==> src/pfpt_pkg.sv <==
package pfpt_pkg;

  // ==========================================================
  // Configuration space placement of the two windows
  // ==========================================================
  localparam logic [7:0] CFG_FLASH_BAR_OFS = 8'h14;
  localparam logic [7:0] CFG_FLASH_BAR_ALT_OFS = 8'h18;
  localparam logic [7:0] CFG_EROM_BAR_OFS = 8'h30;

  // ==========================================================
  // Flash geometry
  // ==========================================================
  localparam int FL_ADDR_W = 19;
  localparam logic [31:0] WIN_MIN_BYTES = 32'h0001_0000;
  localparam logic [1:0] SIZE_RST = 2'h0;

  // Write enable field encodings
  localparam logic [1:0] FWE_DISABLE = 2'h1;
  localparam logic [1:0] FWE_ENABLE = 2'h2;

  // ==========================================================
  // Timing
  // ==========================================================
  localparam int CLK_PERIOD_NS = 20;
  localparam int FL_RD_TIME_NS = 256;
  localparam int FL_WE_TIME_NS = 100;
  localparam int FL_RD_CYC = (FL_RD_TIME_NS + CLK_PERIOD_NS - 1) / CLK_PERIOD_NS;
  localparam int FL_WE_CYC = (FL_WE_TIME_NS + CLK_PERIOD_NS - 1) / CLK_PERIOD_NS;
  localparam int FL_CNT_W = 5;

  // ==========================================================
  // Bus commands
  // ==========================================================
  localparam logic [3:0] CMD_MEM_RD = 4'h6;
  localparam logic [3:0] CMD_MEM_WR = 4'h7;
  localparam logic [3:0] CMD_MEM_RD_MULT = 4'hC;
  localparam logic [3:0] CMD_MEM_RD_LINE = 4'hE;
  localparam logic [3:0] CMD_MEM_WR_INV = 4'hF;

  // ==========================================================
  // Carriers
  // ==========================================================
  typedef struct packed {
    logic frame_n;
    logic irdy_n;
    logic [3:0] cbe_n;
    logic [31:0] ad;
  } pfpt_pci_in_t;

  typedef struct packed {
    logic [31:0] ad;
    logic ad_oe;
    logic devsel_n;
    logic trdy_n;
    logic stop_n;
    logic ctl_oe;
  } pfpt_pci_out_t;

  typedef struct packed {
    logic [18:0] addr;
    logic [7:0] dout;
    logic dout_oe;
    logic ce_n;
    logic oe_n;
    logic we_n;
  } pfpt_flash_out_t;

  typedef enum logic [2:0] {
    ST_IDLE = 3'b000,
    ST_CLAIM = 3'b001,
    ST_WR_TAKE = 3'b010,
    ST_RD_WAIT = 3'b011,
    ST_DATA = 3'b100,
    ST_RETRY = 3'b101,
    ST_TURN = 3'b110
  } pfpt_state_t;

endpackage : pfpt_pkg

==> src/pfpt_top.sv <==
// Functional notes
// RULE1 - Byte-wide flash port with 19 address bits covers up to 512 KB.
// RULE2 - Both window bars are sized from the loaded flash size code.
// RULE3 - Flash address is masked to the window size so accesses wrap.
// RULE4 - Memory accesses hitting either window start a flash read or write.
// RULE5 - Host issues flash command sequences; bytes pass through uninterpreted.
// RULE6 - Wide accesses split into one flash byte per enabled lane.
// RULE7 - Host should avoid 32-bit accesses after initialization.
// RULE8 - Expansion ROM reads hold the bus with long wait states.
// RULE9 - Flash window reads in progress answer repeated attempts with retry.
// RULE10 - Write strobes only pulse when the write enable field allows it.
// RULE11 - Every window access ends its first data phase with STOP# asserted.
// RULE12 - Initiator uses single data phase transactions only.
// RULE13 - Reads keep TRDY# off until byte data valid, then drive AD.
// RULE14 - Initiator finishes a read data phase by asserting IRDY#.
// RULE15 - Initiator supplies address, command, enables and write data.
// RULE16 - Writes assert TRDY# only after data sits in the flash buffer.
// RULE17 - Flash strobes come from fixed internal cycle counts.
// RULE18 - Misses start no flash cycle; strobes stay idle during reset.
module pfpt_top
(
  input wire logic i_clk,
  input wire logic i_rst,
  input pfpt_pkg::pfpt_pci_in_t i_pci,
  input wire logic [31:0] i_flash_bar,
  input wire logic [31:0] i_erom_bar,
  input wire logic i_erom_en,
  input wire logic i_mem_en,
  input wire logic [1:0] i_flash_size,
  input wire logic [1:0] i_flash_write_enable_field,
  input wire logic [7:0] i_fl_din,
  output pfpt_pkg::pfpt_pci_out_t o_pci,
  output pfpt_pkg::pfpt_flash_out_t o_fl,
  output logic [31:0] o_bar_mask
);
  import pfpt_pkg::*;

  // ==========================================================
  // Declarations
  // ==========================================================
  pfpt_state_t state_r;
  pfpt_state_t state_nxt;
  logic frame_q_r;
  logic hit_flash;
  logic hit_erom;
  logic [18:0] size_mask;
  logic [31:0] bar_mask;
  logic [1:0] size_r;
  logic addr_phase;
  logic cmd_rd;
  logic cmd_wr;
  logic hit;
  logic [18:0] req_off_r;
  logic req_wr_r;
  logic req_rom_r;
  logic [3:0] req_be;
  logic dr_match;
  logic eng_go;
  logic eng_go_delayed;
  logic eng_busy_r;
  logic eng_wr_r;
  logic eng_delayed_r;
  logic eng_wait_r;
  logic eng_fin_r;
  logic [3:0] eng_lanes_r;
  logic [1:0] eng_lane_r;
  logic [18:0] eng_off_r;
  logic [31:0] eng_data_r;
  logic dr_valid_r;
  logic [16:0] dr_word_r;
  logic [3:0] dr_be_r;
  logic cyc_start_r;
  logic cyc_busy;
  logic cyc_done;
  logic [7:0] cyc_rdata;
  logic wr_allow;

  assign req_be = ~i_pci.cbe_n;
  assign cmd_rd = (i_pci.cbe_n == CMD_MEM_RD) || (i_pci.cbe_n == CMD_MEM_RD_MULT) || (i_pci.cbe_n == CMD_MEM_RD_LINE);
  assign cmd_wr = (i_pci.cbe_n == CMD_MEM_WR) || (i_pci.cbe_n == CMD_MEM_WR_INV);
  assign addr_phase = !i_pci.frame_n && frame_q_r && (state_r == ST_IDLE);
  assign hit = (hit_flash || hit_erom) && (cmd_rd || cmd_wr); // RULE18
  assign dr_match = dr_valid_r && (dr_word_r == req_off_r[18:2]) && (dr_be_r == req_be);
  assign wr_allow = (i_flash_write_enable_field == FWE_ENABLE); // RULE10

  // Lowest enabled lane goes first, keeping bytes in address order
  function automatic logic [1:0] first_lane(input logic [3:0] lanes);
    logic [1:0] sel;
    sel = 2'h3;
    for (int k = 3; k >= 0; k--)
    begin
      if (lanes[k])
      begin
        sel = 2'(k);
      end
    end
    return sel;
  endfunction : first_lane

  // ==========================================================
  // Window decode
  // ==========================================================
  pfpt_win_decode u_decode
  (
    .i_addr(i_pci.ad),
    .i_flash_bar(i_flash_bar),
    .i_erom_bar(i_erom_bar),
    .i_erom_en(i_erom_en),
    .i_mem_en(i_mem_en),
    .i_size(size_r),
    .o_hit_flash(hit_flash),
    .o_hit_erom(hit_erom),
    .o_size_mask(size_mask),
    .o_bar_mask(bar_mask)
  );

  // Size code is registered every cycle, so a change moves the window one cycle later, even mid-access
  always_ff @(posedge i_clk)
  begin
    if (i_rst)
    begin
      size_r <= SIZE_RST;
      o_bar_mask <= '0;
    end
    else
    begin
      size_r <= i_flash_size; // RULE2
      o_bar_mask <= bar_mask; // RULE2
    end
  end

  // Address phase capture
  always_ff @(posedge i_clk)
  begin
    if (i_rst)
    begin
      frame_q_r <= 1'b1;
      req_off_r <= '0;
      req_wr_r <= 1'b0;
      req_rom_r <= 1'b0;
    end
    else
    begin
      frame_q_r <= i_pci.frame_n;
      if (addr_phase && hit)
      begin
        req_off_r <= i_pci.ad[18:0] & size_mask; // RULE3
        req_wr_r <= cmd_wr;
        req_rom_r <= hit_erom && !hit_flash;
      end
    end
  end

  // ==========================================================
  // Target state machine
  // ==========================================================
  always_comb
  begin
    state_nxt = state_r;
    eng_go = 1'b0;
    eng_go_delayed = 1'b0;
    unique case (state_r)
      ST_IDLE:
      begin
        if (addr_phase && hit)
        begin
          state_nxt = ST_CLAIM; // RULE4
        end
      end
      ST_CLAIM:
      begin
        if (req_wr_r)
        begin
          state_nxt = eng_busy_r ? ST_RETRY : ST_WR_TAKE; // RULE9
        end
        else if (req_rom_r)
        begin
          // Shadowing path: hold with wait states, retrying only while the engine is still busy
          eng_go = !eng_busy_r; // RULE8
          state_nxt = eng_busy_r ? ST_RETRY : ST_RD_WAIT;
        end
        else if (dr_match)
        begin
          state_nxt = ST_DATA; // RULE13
        end
        else
        begin
          eng_go = !eng_busy_r && !eng_fin_r; // Finishing fetch still busy, so its result is kept
          eng_go_delayed = 1'b1;
          state_nxt = ST_RETRY; // RULE9
        end
      end
      ST_WR_TAKE:
      begin
        if (!i_pci.irdy_n)
        begin
          eng_go = 1'b1; // RULE16
          state_nxt = ST_DATA;
        end
      end
      ST_RD_WAIT:
      begin
        if (eng_fin_r)
        begin
          state_nxt = ST_DATA; // RULE13
        end
      end
      ST_DATA, ST_RETRY:
      begin
        if (!i_pci.irdy_n)
        begin
          state_nxt = ST_TURN; // RULE14
        end
      end
      ST_TURN:
      begin
        state_nxt = ST_IDLE;
      end
      default:
      begin
        state_nxt = ST_IDLE;
      end
    endcase
  end

  always_ff @(posedge i_clk)
  begin
    if (i_rst)
    begin
      state_r <= ST_IDLE;
    end
    else
    begin
      state_r <= state_nxt;
    end
  end

  // Bus pins follow the next state so they line up with state_r
  always_ff @(posedge i_clk)
  begin
    if (i_rst)
    begin
      o_pci <= '{ad: '0, ad_oe: 1'b0, devsel_n: 1'b1, trdy_n: 1'b1, stop_n: 1'b1, ctl_oe: 1'b0};
    end
    else
    begin
      o_pci.devsel_n <= (state_nxt == ST_IDLE) || (state_nxt == ST_TURN);
      o_pci.trdy_n <= (state_nxt != ST_DATA); // RULE13
      o_pci.stop_n <= !((state_nxt == ST_DATA) || (state_nxt == ST_RETRY)); // RULE11
      o_pci.ctl_oe <= (state_nxt != ST_IDLE);
      o_pci.ad_oe <= !req_wr_r && (state_nxt != ST_IDLE) && (state_nxt != ST_CLAIM) && (state_nxt != ST_TURN);
      if (state_nxt == ST_DATA && !req_wr_r)
      begin
        o_pci.ad <= eng_data_r; // RULE13
      end
    end
  end

  // ==========================================================
  // Byte engine: splits a word access into flash byte cycles
  // ==========================================================
  always_ff @(posedge i_clk)
  begin
    if (i_rst)
    begin
      eng_busy_r <= 1'b0;
      eng_wr_r <= 1'b0;
      eng_delayed_r <= 1'b0;
      eng_wait_r <= 1'b0;
      eng_fin_r <= 1'b0;
      eng_lanes_r <= '0;
      eng_lane_r <= '0;
      eng_off_r <= '0;
      eng_data_r <= '0;
      cyc_start_r <= 1'b0;
    end
    else
    begin
      eng_fin_r <= 1'b0;
      cyc_start_r <= 1'b0;
      if (eng_go)
      begin
        eng_busy_r <= 1'b1;
        eng_wr_r <= req_wr_r;
        eng_delayed_r <= eng_go_delayed;
        eng_lanes_r <= req_be; // RULE6
        eng_off_r <= {req_off_r[18:2], 2'h0};
        eng_data_r <= req_wr_r ? i_pci.ad : 32'h0000_0000; // RULE16
      end
      else if (eng_busy_r && !eng_wait_r)
      begin
        if (eng_lanes_r == 4'h0)
        begin
          eng_busy_r <= 1'b0;
          eng_fin_r <= 1'b1;
        end
        else
        begin
          eng_lane_r <= first_lane(eng_lanes_r); // RULE6
          eng_lanes_r[first_lane(eng_lanes_r)] <= 1'b0;
          eng_wait_r <= 1'b1;
          cyc_start_r <= 1'b1;
        end
      end
      else if (cyc_done)
      begin
        eng_wait_r <= 1'b0;
        if (!eng_wr_r)
        begin
          eng_data_r[8 * eng_lane_r +: 8] <= cyc_rdata; // RULE6
        end
      end
    end
  end

  // Delayed read result; fresh data wins over a same-cycle consume
  always_ff @(posedge i_clk)
  begin
    if (i_rst)
    begin
      dr_valid_r <= 1'b0;
      dr_word_r <= '0;
      dr_be_r <= '0;
    end
    else
    begin
      if (eng_go)
      begin
        dr_valid_r <= 1'b0;
        dr_word_r <= req_off_r[18:2];
        dr_be_r <= req_be;
      end
      else if (eng_fin_r && eng_delayed_r && !eng_wr_r)
      begin
        dr_valid_r <= 1'b1; // RULE9
      end
      else if (state_r == ST_CLAIM && !req_wr_r && !req_rom_r && dr_match)
      begin
        dr_valid_r <= 1'b0;
      end
    end
  end

  // Host command sequences are just bytes here; nothing is decoded
  pfpt_flash_cycle u_cycle
  (
    .i_clk(i_clk),
    .i_rst(i_rst),
    .i_start(cyc_start_r),
    .i_write(eng_wr_r),
    .i_wr_allow(wr_allow),
    .i_addr(eng_off_r | {17'h0_0000, eng_lane_r}), // RULE1
    .i_wdata(eng_data_r[8 * eng_lane_r +: 8]), // RULE5
    .i_fl_din(i_fl_din),
    .o_busy(cyc_busy),
    .o_done(cyc_done),
    .o_rdata(cyc_rdata),
    .o_fl(o_fl)
  );
endmodule : pfpt_top

==> src/pfpt_win_decode.sv <==
module pfpt_win_decode
(
  input wire logic [31:0] i_addr,
  input wire logic [31:0] i_flash_bar,
  input wire logic [31:0] i_erom_bar,
  input wire logic i_erom_en,
  input wire logic i_mem_en,
  input wire logic [1:0] i_size,
  output logic o_hit_flash,
  output logic o_hit_erom,
  output logic [18:0] o_size_mask,
  output logic [31:0] o_bar_mask
);
  import pfpt_pkg::*;

  // ==========================================================
  // Window size from the stored size code
  // ==========================================================
  logic [31:0] win_bytes;
  logic [31:0] win_mask;

  // Both windows share one size, so one mask serves both bars
  always_comb
  begin
    win_bytes = WIN_MIN_BYTES << i_size; // RULE2
    win_mask = ~(win_bytes - 32'h0000_0001);
    o_bar_mask = win_mask; // RULE2
    o_size_mask = ~win_mask[18:0];
    o_hit_flash = i_mem_en && ((i_addr & win_mask) == (i_flash_bar & win_mask)); // RULE4
    o_hit_erom = i_mem_en && i_erom_en && ((i_addr & win_mask) == (i_erom_bar & win_mask)); // RULE4
  end

endmodule : pfpt_win_decode

==> src/pfpt_flash_cycle.sv <==
module pfpt_flash_cycle
(
  input wire logic i_clk,
  input wire logic i_rst,
  input wire logic i_start,
  input wire logic i_write,
  input wire logic i_wr_allow,
  input wire logic [18:0] i_addr,
  input wire logic [7:0] i_wdata,
  input wire logic [7:0] i_fl_din,
  output logic o_busy,
  output logic o_done,
  output logic [7:0] o_rdata,
  output pfpt_pkg::pfpt_flash_out_t o_fl
);
  import pfpt_pkg::*;

  localparam logic [FL_CNT_W-1:0] RD_LAST = FL_CNT_W'(FL_RD_CYC);
  localparam logic [FL_CNT_W-1:0] WE_LAST = FL_CNT_W'(FL_WE_CYC);
  localparam int RD_CYC_A = FL_RD_CYC;

  logic [FL_CNT_W-1:0] cnt_r;
  logic wr_r;
  logic [FL_CNT_W-1:0] strobe_last;

  assign strobe_last = wr_r ? WE_LAST : RD_LAST;

  // ==========================================================
  // One byte cycle: setup, strobe, hold
  // ==========================================================
  always_ff @(posedge i_clk)
  begin
    if (i_rst)
    begin
      o_busy <= 1'b0;
      o_done <= 1'b0;
      cnt_r <= '0;
      wr_r <= 1'b0;
    end
    else
    begin
      o_done <= 1'b0;
      if (i_start && !o_busy)
      begin
        o_busy <= 1'b1;
        cnt_r <= '0;
        wr_r <= i_write;
      end
      else if (o_busy)
      begin
        if (cnt_r == strobe_last + 1'b1)
        begin
          o_busy <= 1'b0;
          o_done <= 1'b1;
        end
        cnt_r <= cnt_r + 1'b1;
      end
    end
  end

  // Strobe pins; a refused write still runs its count so timing stays fixed
  always_ff @(posedge i_clk)
  begin
    if (i_rst)
    begin
      o_fl <= '{addr: '0, dout: '0, dout_oe: 1'b0, ce_n: 1'b1, oe_n: 1'b1, we_n: 1'b1}; // RULE18
      o_rdata <= '0;
    end
    else if (i_start && !o_busy)
    begin
      o_fl.addr <= i_addr;
      o_fl.dout <= i_wdata;
      o_fl.dout_oe <= i_write && i_wr_allow; // RULE10
    end
    else if (o_busy)
    begin
      if (cnt_r == '0)
      begin
        o_fl.ce_n <= wr_r && !i_wr_allow; // RULE17
        o_fl.oe_n <= wr_r; // RULE17
        o_fl.we_n <= !(wr_r && i_wr_allow); // RULE10
      end
      else if (cnt_r == strobe_last)
      begin
        o_fl.ce_n <= 1'b1;
        o_fl.oe_n <= 1'b1;
        o_fl.we_n <= 1'b1;
        if (!wr_r)
        begin
          o_rdata <= i_fl_din;
        end
      end
      else if (cnt_r == strobe_last + 1'b1)
      begin
        o_fl.dout_oe <= 1'b0;
      end
    end
  end
endmodule : pfpt_flash_cycle

==> config.mk <==
export PLATFORM = sky130hd
export DESIGN_NAME = pfpt_top
export DESIGN_NICKNAME = d
export VERILOG_FILES = /design/src/pfpt_pkg.sv /design/src/pfpt_top.sv /design/src/pfpt_win_decode.sv /design/src/pfpt_flash_cycle.sv
export SDC_FILE = /design/constraint.sdc
export NUM_CORES = 1
export LEC_CHECK = 0
export BUFFER_PORTS_ARGS = -buffer_cell sky130_fd_sc_hd__buf_4
export CAP_MARGIN = 5
export CORE_ASPECT_RATIO = 1.75
export CORE_UTILIZATION = 53
export DETAILED_ROUTE_END_ITERATION = 10
export GPL_TIMING_DRIVEN = 1
export PLACE_DENSITY = 0.77
export SLEW_MARGIN = 20
export SYNTH_ARGS = -nofsm -noshare
export SYNTH_HDL_FRONTEND = slang
export SYNTH_SLANG_ARGS = --single-unit
export TNS_END_PERCENT = 10
==> constraint.sdc <==
create_clock -name i_clk -period 3.3 [get_ports i_clk]
set_input_delay 0.66 -clock i_clk [delete_from_list [all_inputs] [get_ports i_clk]]
set_output_delay 0.66 -clock i_clk [all_outputs]
set_load 0.005 [all_outputs]
### Word level (Yosys, flattened, before mapping)

Cells that the tools add are included.

| word-level totals | value |
|---|---|
| bits in registers | 209 |
| bits of input ports | 118 |
| output and inout port bits | 100 |
| word-level logic and storage cells | 222 |

| operators by class | value |
|---|---|
| $add $sub $neg | 4 |
| magnitude comparators | 2 |
| eq/ne operators | 29 |
| shifts and indexed selects | 4 |
| muxes and demuxes | 59 |
| bitwise gates (word level) | 17 |
| reduce and logical (&&, ||, !) cells | 71 |

Operators by type and width:

| cell | count |
|---|---|
| 32-bit 2-to-1 mux | 5 |
| 32-bit bitwise AND | 3 |
| 32-bit == test | 2 |
| 5-bit negation with 34-bit output | 1 |
| 8-bit by 34-bit variable shift with 32-bit output (first input constant) | 1 |
| 8-bit by 34-bit variable part select with 32-bit output | 1 |
| 32-bit bitwise mux | 1 |
| 32-bit NOT | 1 |
| 32-bit by 6-bit variable part select with 8-bit output | 1 |
| 17-bit by 2-bit left shift with 32-bit output (first input constant) | 1 |
| 32-bit by 1-bit subtractor with 32-bit output (second input constant) | 1 |
| 3-bit 2-to-1 mux | 10 |
| 1-bit 2-to-1 mux | 29 |
| 1-bit logical AND | 26 |
| 4-bit 2-to-1 mux | 5 |
| 19-bit bitwise AND | 1 |
| 19-bit NOT | 1 |
| 19-bit by 2-bit OR with 19-bit output | 1 |
| 17-bit == test | 1 |
| 2-bit nonzero test | 8 |
| 3-bit == test (second input constant) | 5 |
| 3-bit case mux with 5 select lines | 1 |
| 4-bit == test (second input constant) | 3 |
| 1-bit logical NOT | 12 |
| other kinds (30) | 65 |

### Depth between registers and ports, before layout

| logic depth | value |
|---|---|
| depth after elaboration | 18 |
| depth in mapped cells | 12 |
| depth with buffers taken out | 9 |

### By module

From an unflattened synthesis, not the netlist that was laid out.

| second synthesis, totals | value |
|---|---|
| cells, all modules | 965 |
| area total of the unflattened synthesis | 9,067.4 um2 |

By module, submodules not included:

| module | times used | cells an instance | area an instance (um2) | sequential area each (um2) |
|---|---|---|---|---|
| pfpt_top | 1 | 692 | 6,476.2 | 3,203.1 |
| pfpt_flash_cycle | 1 | 169 | 1,784.2 | 940.9 |
| pfpt_win_decode | 1 | 104 | 807.0 | 0.0 |

### Least setup slack after synthesis

OpenSTA, ideal clock, no wires.

| path | value |
|---|---|
| path type | input-to-reg |
| start point | in i_pci[35] in the netlist's numbering |
| end point | reg o_pci[10] in the netlist's numbering |
| setup time | 0.072 ns |
| data arrival time | 2.490 ns |
| data required time | 3.228 ns |
| path slack | 0.739 ns |
| cell stages on the path | 9 |
| path buffers | 2 |
| path through | xor2_1 nand4_1 or4_4 or2_1 o221ai_2 and4_1 buf_6 buf_12 mux2i_1 |

| between the ends | value |
|---|---|
| longest elaborated chain between the ends | 10 |
| elaborated cells between the ends (all ways) | 21 |
| those cells by class | eq/ne (7); mux (5); bitwise (1); reduce/logical (8) |

Ends and longest elaborated chain:

| item | RTL line | source |
|---|---|---|
| from (decl) | pfpt_top.sv:24 | `input pfpt_pkg::pfpt_pci_in_t i_pci,` |
| 4-bit by 3-bit == test with 1-bit output / 4-bit == test (equally long branches) | pfpt_top.sv:79 | `assign cmd_rd = (i_pci.cbe_n == CMD_MEM_RD) \|\| (i_pci.cbe_n == CMD_MEM_RD_MULT) \|\| (i_pci.cbe_n == CMD_MEM_RD_ ...` |
| 1-bit logical OR (2 in series) | pfpt_top.sv:79 |  |
| 1-bit logical OR | pfpt_top.sv:82 | `assign hit = (hit_flash \|\| hit_erom) && (cmd_rd \|\| cmd_wr);` |
| 1-bit logical AND | pfpt_top.sv:82 |  |
| 1-bit logical AND | pfpt_top.sv:165 | `if (addr_phase && hit)` |
| 3-bit 2-to-1 mux | pfpt_top.sv:165 |  |
| 3-bit case mux with 5 select lines * | pfpt_top.sv:162 | `unique case (state_r)` |
| 3-bit == test * | pfpt_top.sv:252 | `if (state_nxt == ST_DATA && !req_wr_r)` |
| 1-bit logical AND * | pfpt_top.sv:252 |  |
| to (signal assigned) | pfpt_top.sv:243 | `o_pci <= '{ad: '0, ad_oe: 1'b0, devsel_n: 1'b1, trdy_n: 1'b1, stop_n: 1'b1, ctl_oe: 1'b0};` |
| to (decl) | pfpt_top.sv:32 | `output pfpt_pkg::pfpt_pci_out_t o_pci,` |

Every way passes the cells marked *; elsewhere a longest branch is shown, timed or not.
A chain may end at the register's enable or synchronous reset.

### Worst setup path in the final report

| path | value |
|---|---|
| start point | reg req_off_r[17] |
| end point | reg eng_data_r[10] |

| between the ends | value |
|---|---|
| longest elaborated chain between the ends | 9 |
| elaborated cells between the ends (all ways) | 12 |
| those cells by class | eq/ne (3); mux (5); reduce/logical (4) |

Ends and longest elaborated chain:

| item | RTL line | source |
|---|---|---|
| from (decl) | pfpt_top.sv:53 | `logic [18:0] req_off_r;` |
| from (signal assigned) | pfpt_top.sv:147 | `req_off_r <= i_pci.ad[18:0] & size_mask;` |
| 17-bit == test * | pfpt_top.sv:83 | `assign dr_match = dr_valid_r && (dr_word_r == req_off_r[18:2]) && (dr_be_r == req_be);` |
| 1-bit logical AND * (2 in series) | pfpt_top.sv:83 |  |
| 1-bit 2-to-1 mux * | pfpt_top.sv:182 | `else if (dr_match)` |
| 1-bit 2-to-1 mux * | pfpt_top.sv:176 | `else if (req_rom_r)` |
| 1-bit 2-to-1 mux * | pfpt_top.sv:172 | `if (req_wr_r)` |
| 1-bit case mux with 2 select lines * | pfpt_top.sv:162 |  |
| 2-bit != test (no source line) / 2-bit nonzero test (equally long branches) | -- |  |
| 3-bit AND reduction (no source line) | -- |  |
| to (signal assigned) | pfpt_top.sv:288 | `eng_data_r <= req_wr_r ? i_pci.ad : 32'h0000_0000;` |
| to (signal, indexed assignment) | pfpt_top.sv:310 | `eng_data_r[8 * eng_lane_r +: 8] <= cyc_rdata;` |
| to (decl) | pfpt_top.sv:68 | `logic [31:0] eng_data_r;` |

Marks and branches as above.

==> run_results.csv <==
group,metric,value,unit
worst_hold_path,whs_path_depth,2,
final_layout,multiInputGateArea,4270,um^2
routing,vias_per_cell,5.72,
clocking,clock-root-buffer,"clkbuf_16",
clocking,cts_tree,"built",
routing,first_pass_iters,6,
worst_hold_path,hp-class,"in -> reg",
synth,async_reset_ff_frac,0,
sta,worstMarginPinSlew,0.814,ns
critical_path,critPathKind,"reg -> reg",
power,power_density,441,nW/um^2
final_layout,regArea,3640,um^2
clocking,worstSkewPairLatency,0.43,ns
sta,fin_crit_sh,0.881,
final_layout,final_common_cell,"nand2_1",
final_layout,final_layout_size_suffix_gt1_frac,0.218,
worst_hold_path,hold_end,"frame_q_r",
placed_design,place.gp.congestion,0.938,
synth,synth_ff_type,"dfxtp_1",
critical_path,timing.rr.start,"req_off_r[17]",
critical_path,crit_required,3.64,ns
synth,yosys_register_bits,182,
grt,first_global_vias,6980,
routing,drc,0,
die,pin_count,218,
clocking,clk_path_buf_depth,2,
sta,finClkSkew,0.0119,ns
synth,netlist_area,8470,um^2
synth,syn_area_per_cell,8.65,um^2
sta,max_freq,344,MHz
final_layout,area_growth,21.7,%
die,die_w,97.6,um
die,coreArea,15500,um^2
synth,ys_types,57,
die,die_h,169,um
sta,max_slew_margin,0.457,
final_layout,final_cells,1310,
placed_design,dp.cells,1278,
clocking,htreeDepth,4,
die,die-area,16500,um^2
power,peakVddDrop,0.361,mV
critical_path,r2r_slack,0.39,ns
critical_path,critPathArrivalTime,3.25,ns
clocking,path_clk_slew,0.07,ns
final_layout,fin_nets,1238,
grt,grt_overflow,0,
run,drv_cap,0,
grt,grtUsageTotal,0.278,
placed_design,dpl_cell_area,9690,um^2
die,start_util,0.548,
synth,ys_warn_count,0,
sta,drv_slew,0,
final_layout,mostFrequentLayoutCells,"nand2_1 (198), buf_4 (186), dfxtp_1 (182)",
sta,hold_viol_final,0,
grt,grt_pass1_wl,36.0,mm
status,status,"completed",
critical_path,path_max_fanout,23,
synth,syn_inst,979,
clocking,numCtsBuffers,17,
synth,ys_seq_area_frac,0.430,
placed_design,dp_hpwl,17.1,mm
routing,postRouteWirelength,23.4,mm
clocking,cts_sinks,182,
final_layout,nFillCells,1348,
critical_path,cp-startpoint,"req_off_r[17]",
final_layout,design_area,10300,um^2
worst_hold_path,hold_path_startpoint,"i_pci[37]",
clocking,postCtsSetupBuffers,0,
synth,synth_edf_count,0,
grt,grt_max_degree,73,
clocking,cts-resized-gates,0,
critical_path,endpoint_kind,"flop",
clocking,cts_hold_buf,0,
sta,rsz0062_at_grt,"false",
critical_path,r2r_end,"eng_data_r[10]",
sta,fin_crit,2.91,ns
final_layout,diodes,0,
power,leakage,0.00399,uW
sta,finalSetupViolCount,0,
die,row_count,60,
routing,first_iter_violations,388,
critical_path,rr_worst_depth,7,
sta,setup_tns,0,ns
placed_design,io_buffers,169,
routing,dr_total_vias,7496,
critical_path,startpoint_type,"flop",
routing,ant_nets,0,
grt,antenna_found_initial,0,
routing,routedWlPerCell,17.9,um
power,power,4550,uW
[per-stage QoR]
stage	hold slack [ns]	worst slack (ns)	util
3_3_place_gp	0.444	0.236	0.627
4_1_cts	0.415	0.418	0.666
6_report	0.423	0.393	0.666
5_1_grt	0.420	0.300	0.666
3_5_place_dp	0.448	0.152	0.627
2_1_floorplan	0.442	0.739	-
[Yosys cell counts (all sizes together), types with 6 or more instances]
cell type | instances | area, um^2
o31ai | 16 | 120
clkbuf | 38 | 143
buf | 52 | 385
xnor2 | 32 | 280
a2bb2oi | 16 | 140
a22oi | 8 | 60.1
a211oi | 23 | 173
a32oi | 8 | 70.1
dfxtp | 182 | 3640
ha | 9 | 113
nor4 | 8 | 65.1
nor2 | 52 | 195
nand2b | 9 | 56.3
nor3 | 21 | 105
o21ai | 6 | 30.0
inv | 28 | 105
mux2i | 53 | 531
nand2 | 198 | 743
xor2 | 26 | 228
mux4 | 8 | 180
nor2b | 18 | 113
nand4 | 12 | 75.1
a21oi | 105 | 537
[sequential cells by signal, indices dropped and copies added, names as in the netlist, 3 cells and up]
signal           flops
dr_be_r              4
dr_word_r           17
eng_data_r          32
eng_lanes_r          4
o_bar_mask           7
o_pci               37
req_off_r           17
state_r              3
u_cycle.cnt_r        5
u_cycle.o_fl        31
u_cycle.o_rdata      8
[layout make-up]
class,instances,share of cell area
multi-input combinational,694,0.415
sequential,182,0.354
timing repair buffer,188,0.139
clock buffer,17,0.0413
tap,186,0.0226
clock inverter,15,0.0182
inverter,28,0.0102
[worst max path at each step]
stage,endpoint,slack [ns],cells past startpoint
after floorplan,o_pci[10],0.74,9
final,eng_data_r[10],0.39,7
after global placement,dr_word_r[14],0.24,9
after detailed placement,dr_word_r[4],0.15,9
after CTS,eng_data_r[10],0.42,7
after global routing,eng_data_r[10],0.30,7
[per-layer routing]
metal  GRT usage  vias to the layer above  wire length [um]
met1       0.309                     3528              8650
met2       0.490                      301             11900
li1            -                     3576                 -
met3      0.0478                       91              1280
met4       0.172                        0              1540
met5           0                        -                 0
[critical path: stages (launching register included)]
cell      delay [ns]
dfxtp_1         0.34
xnor2_1         0.27
nand4_1         0.18
or4_4           0.54
nor4_4          0.41
or2_2           0.52
nand2b_1        0.31
a21oi_1         0.24
[logic make-up (layout without fill, tap and decap cells)]
| group | after synthesis | after routing | share of synthesized area |
|---|---|---|---|
| AO/OA/AOI/OAI | 202 | 202 | 0.153 |
| XOR/XNOR | 58 | 58 | 0.0600 |
| adder cells (fa/ha/maj) | 9 | 9 | 0.0133 |
| buffers and inverters | 118 | 248 | 0.0747 |
| flip-flops | 182 | 182 | 0.430 |
| multiplexers | 61 | 61 | 0.0839 |
| other | 1 | 16 | 0.000443 |
| AND/OR/NAND/NOR | 348 | 348 | 0.185 |
[report_power, final]
group          total [uW]  switching (uW)  internal [uW]
clock network        2090             942           1150
registers            2210            4.98           2200
logic                 248             127            121
total                4550            1070           3470
No activity file was read; power rests on OpenSTA's default activity.
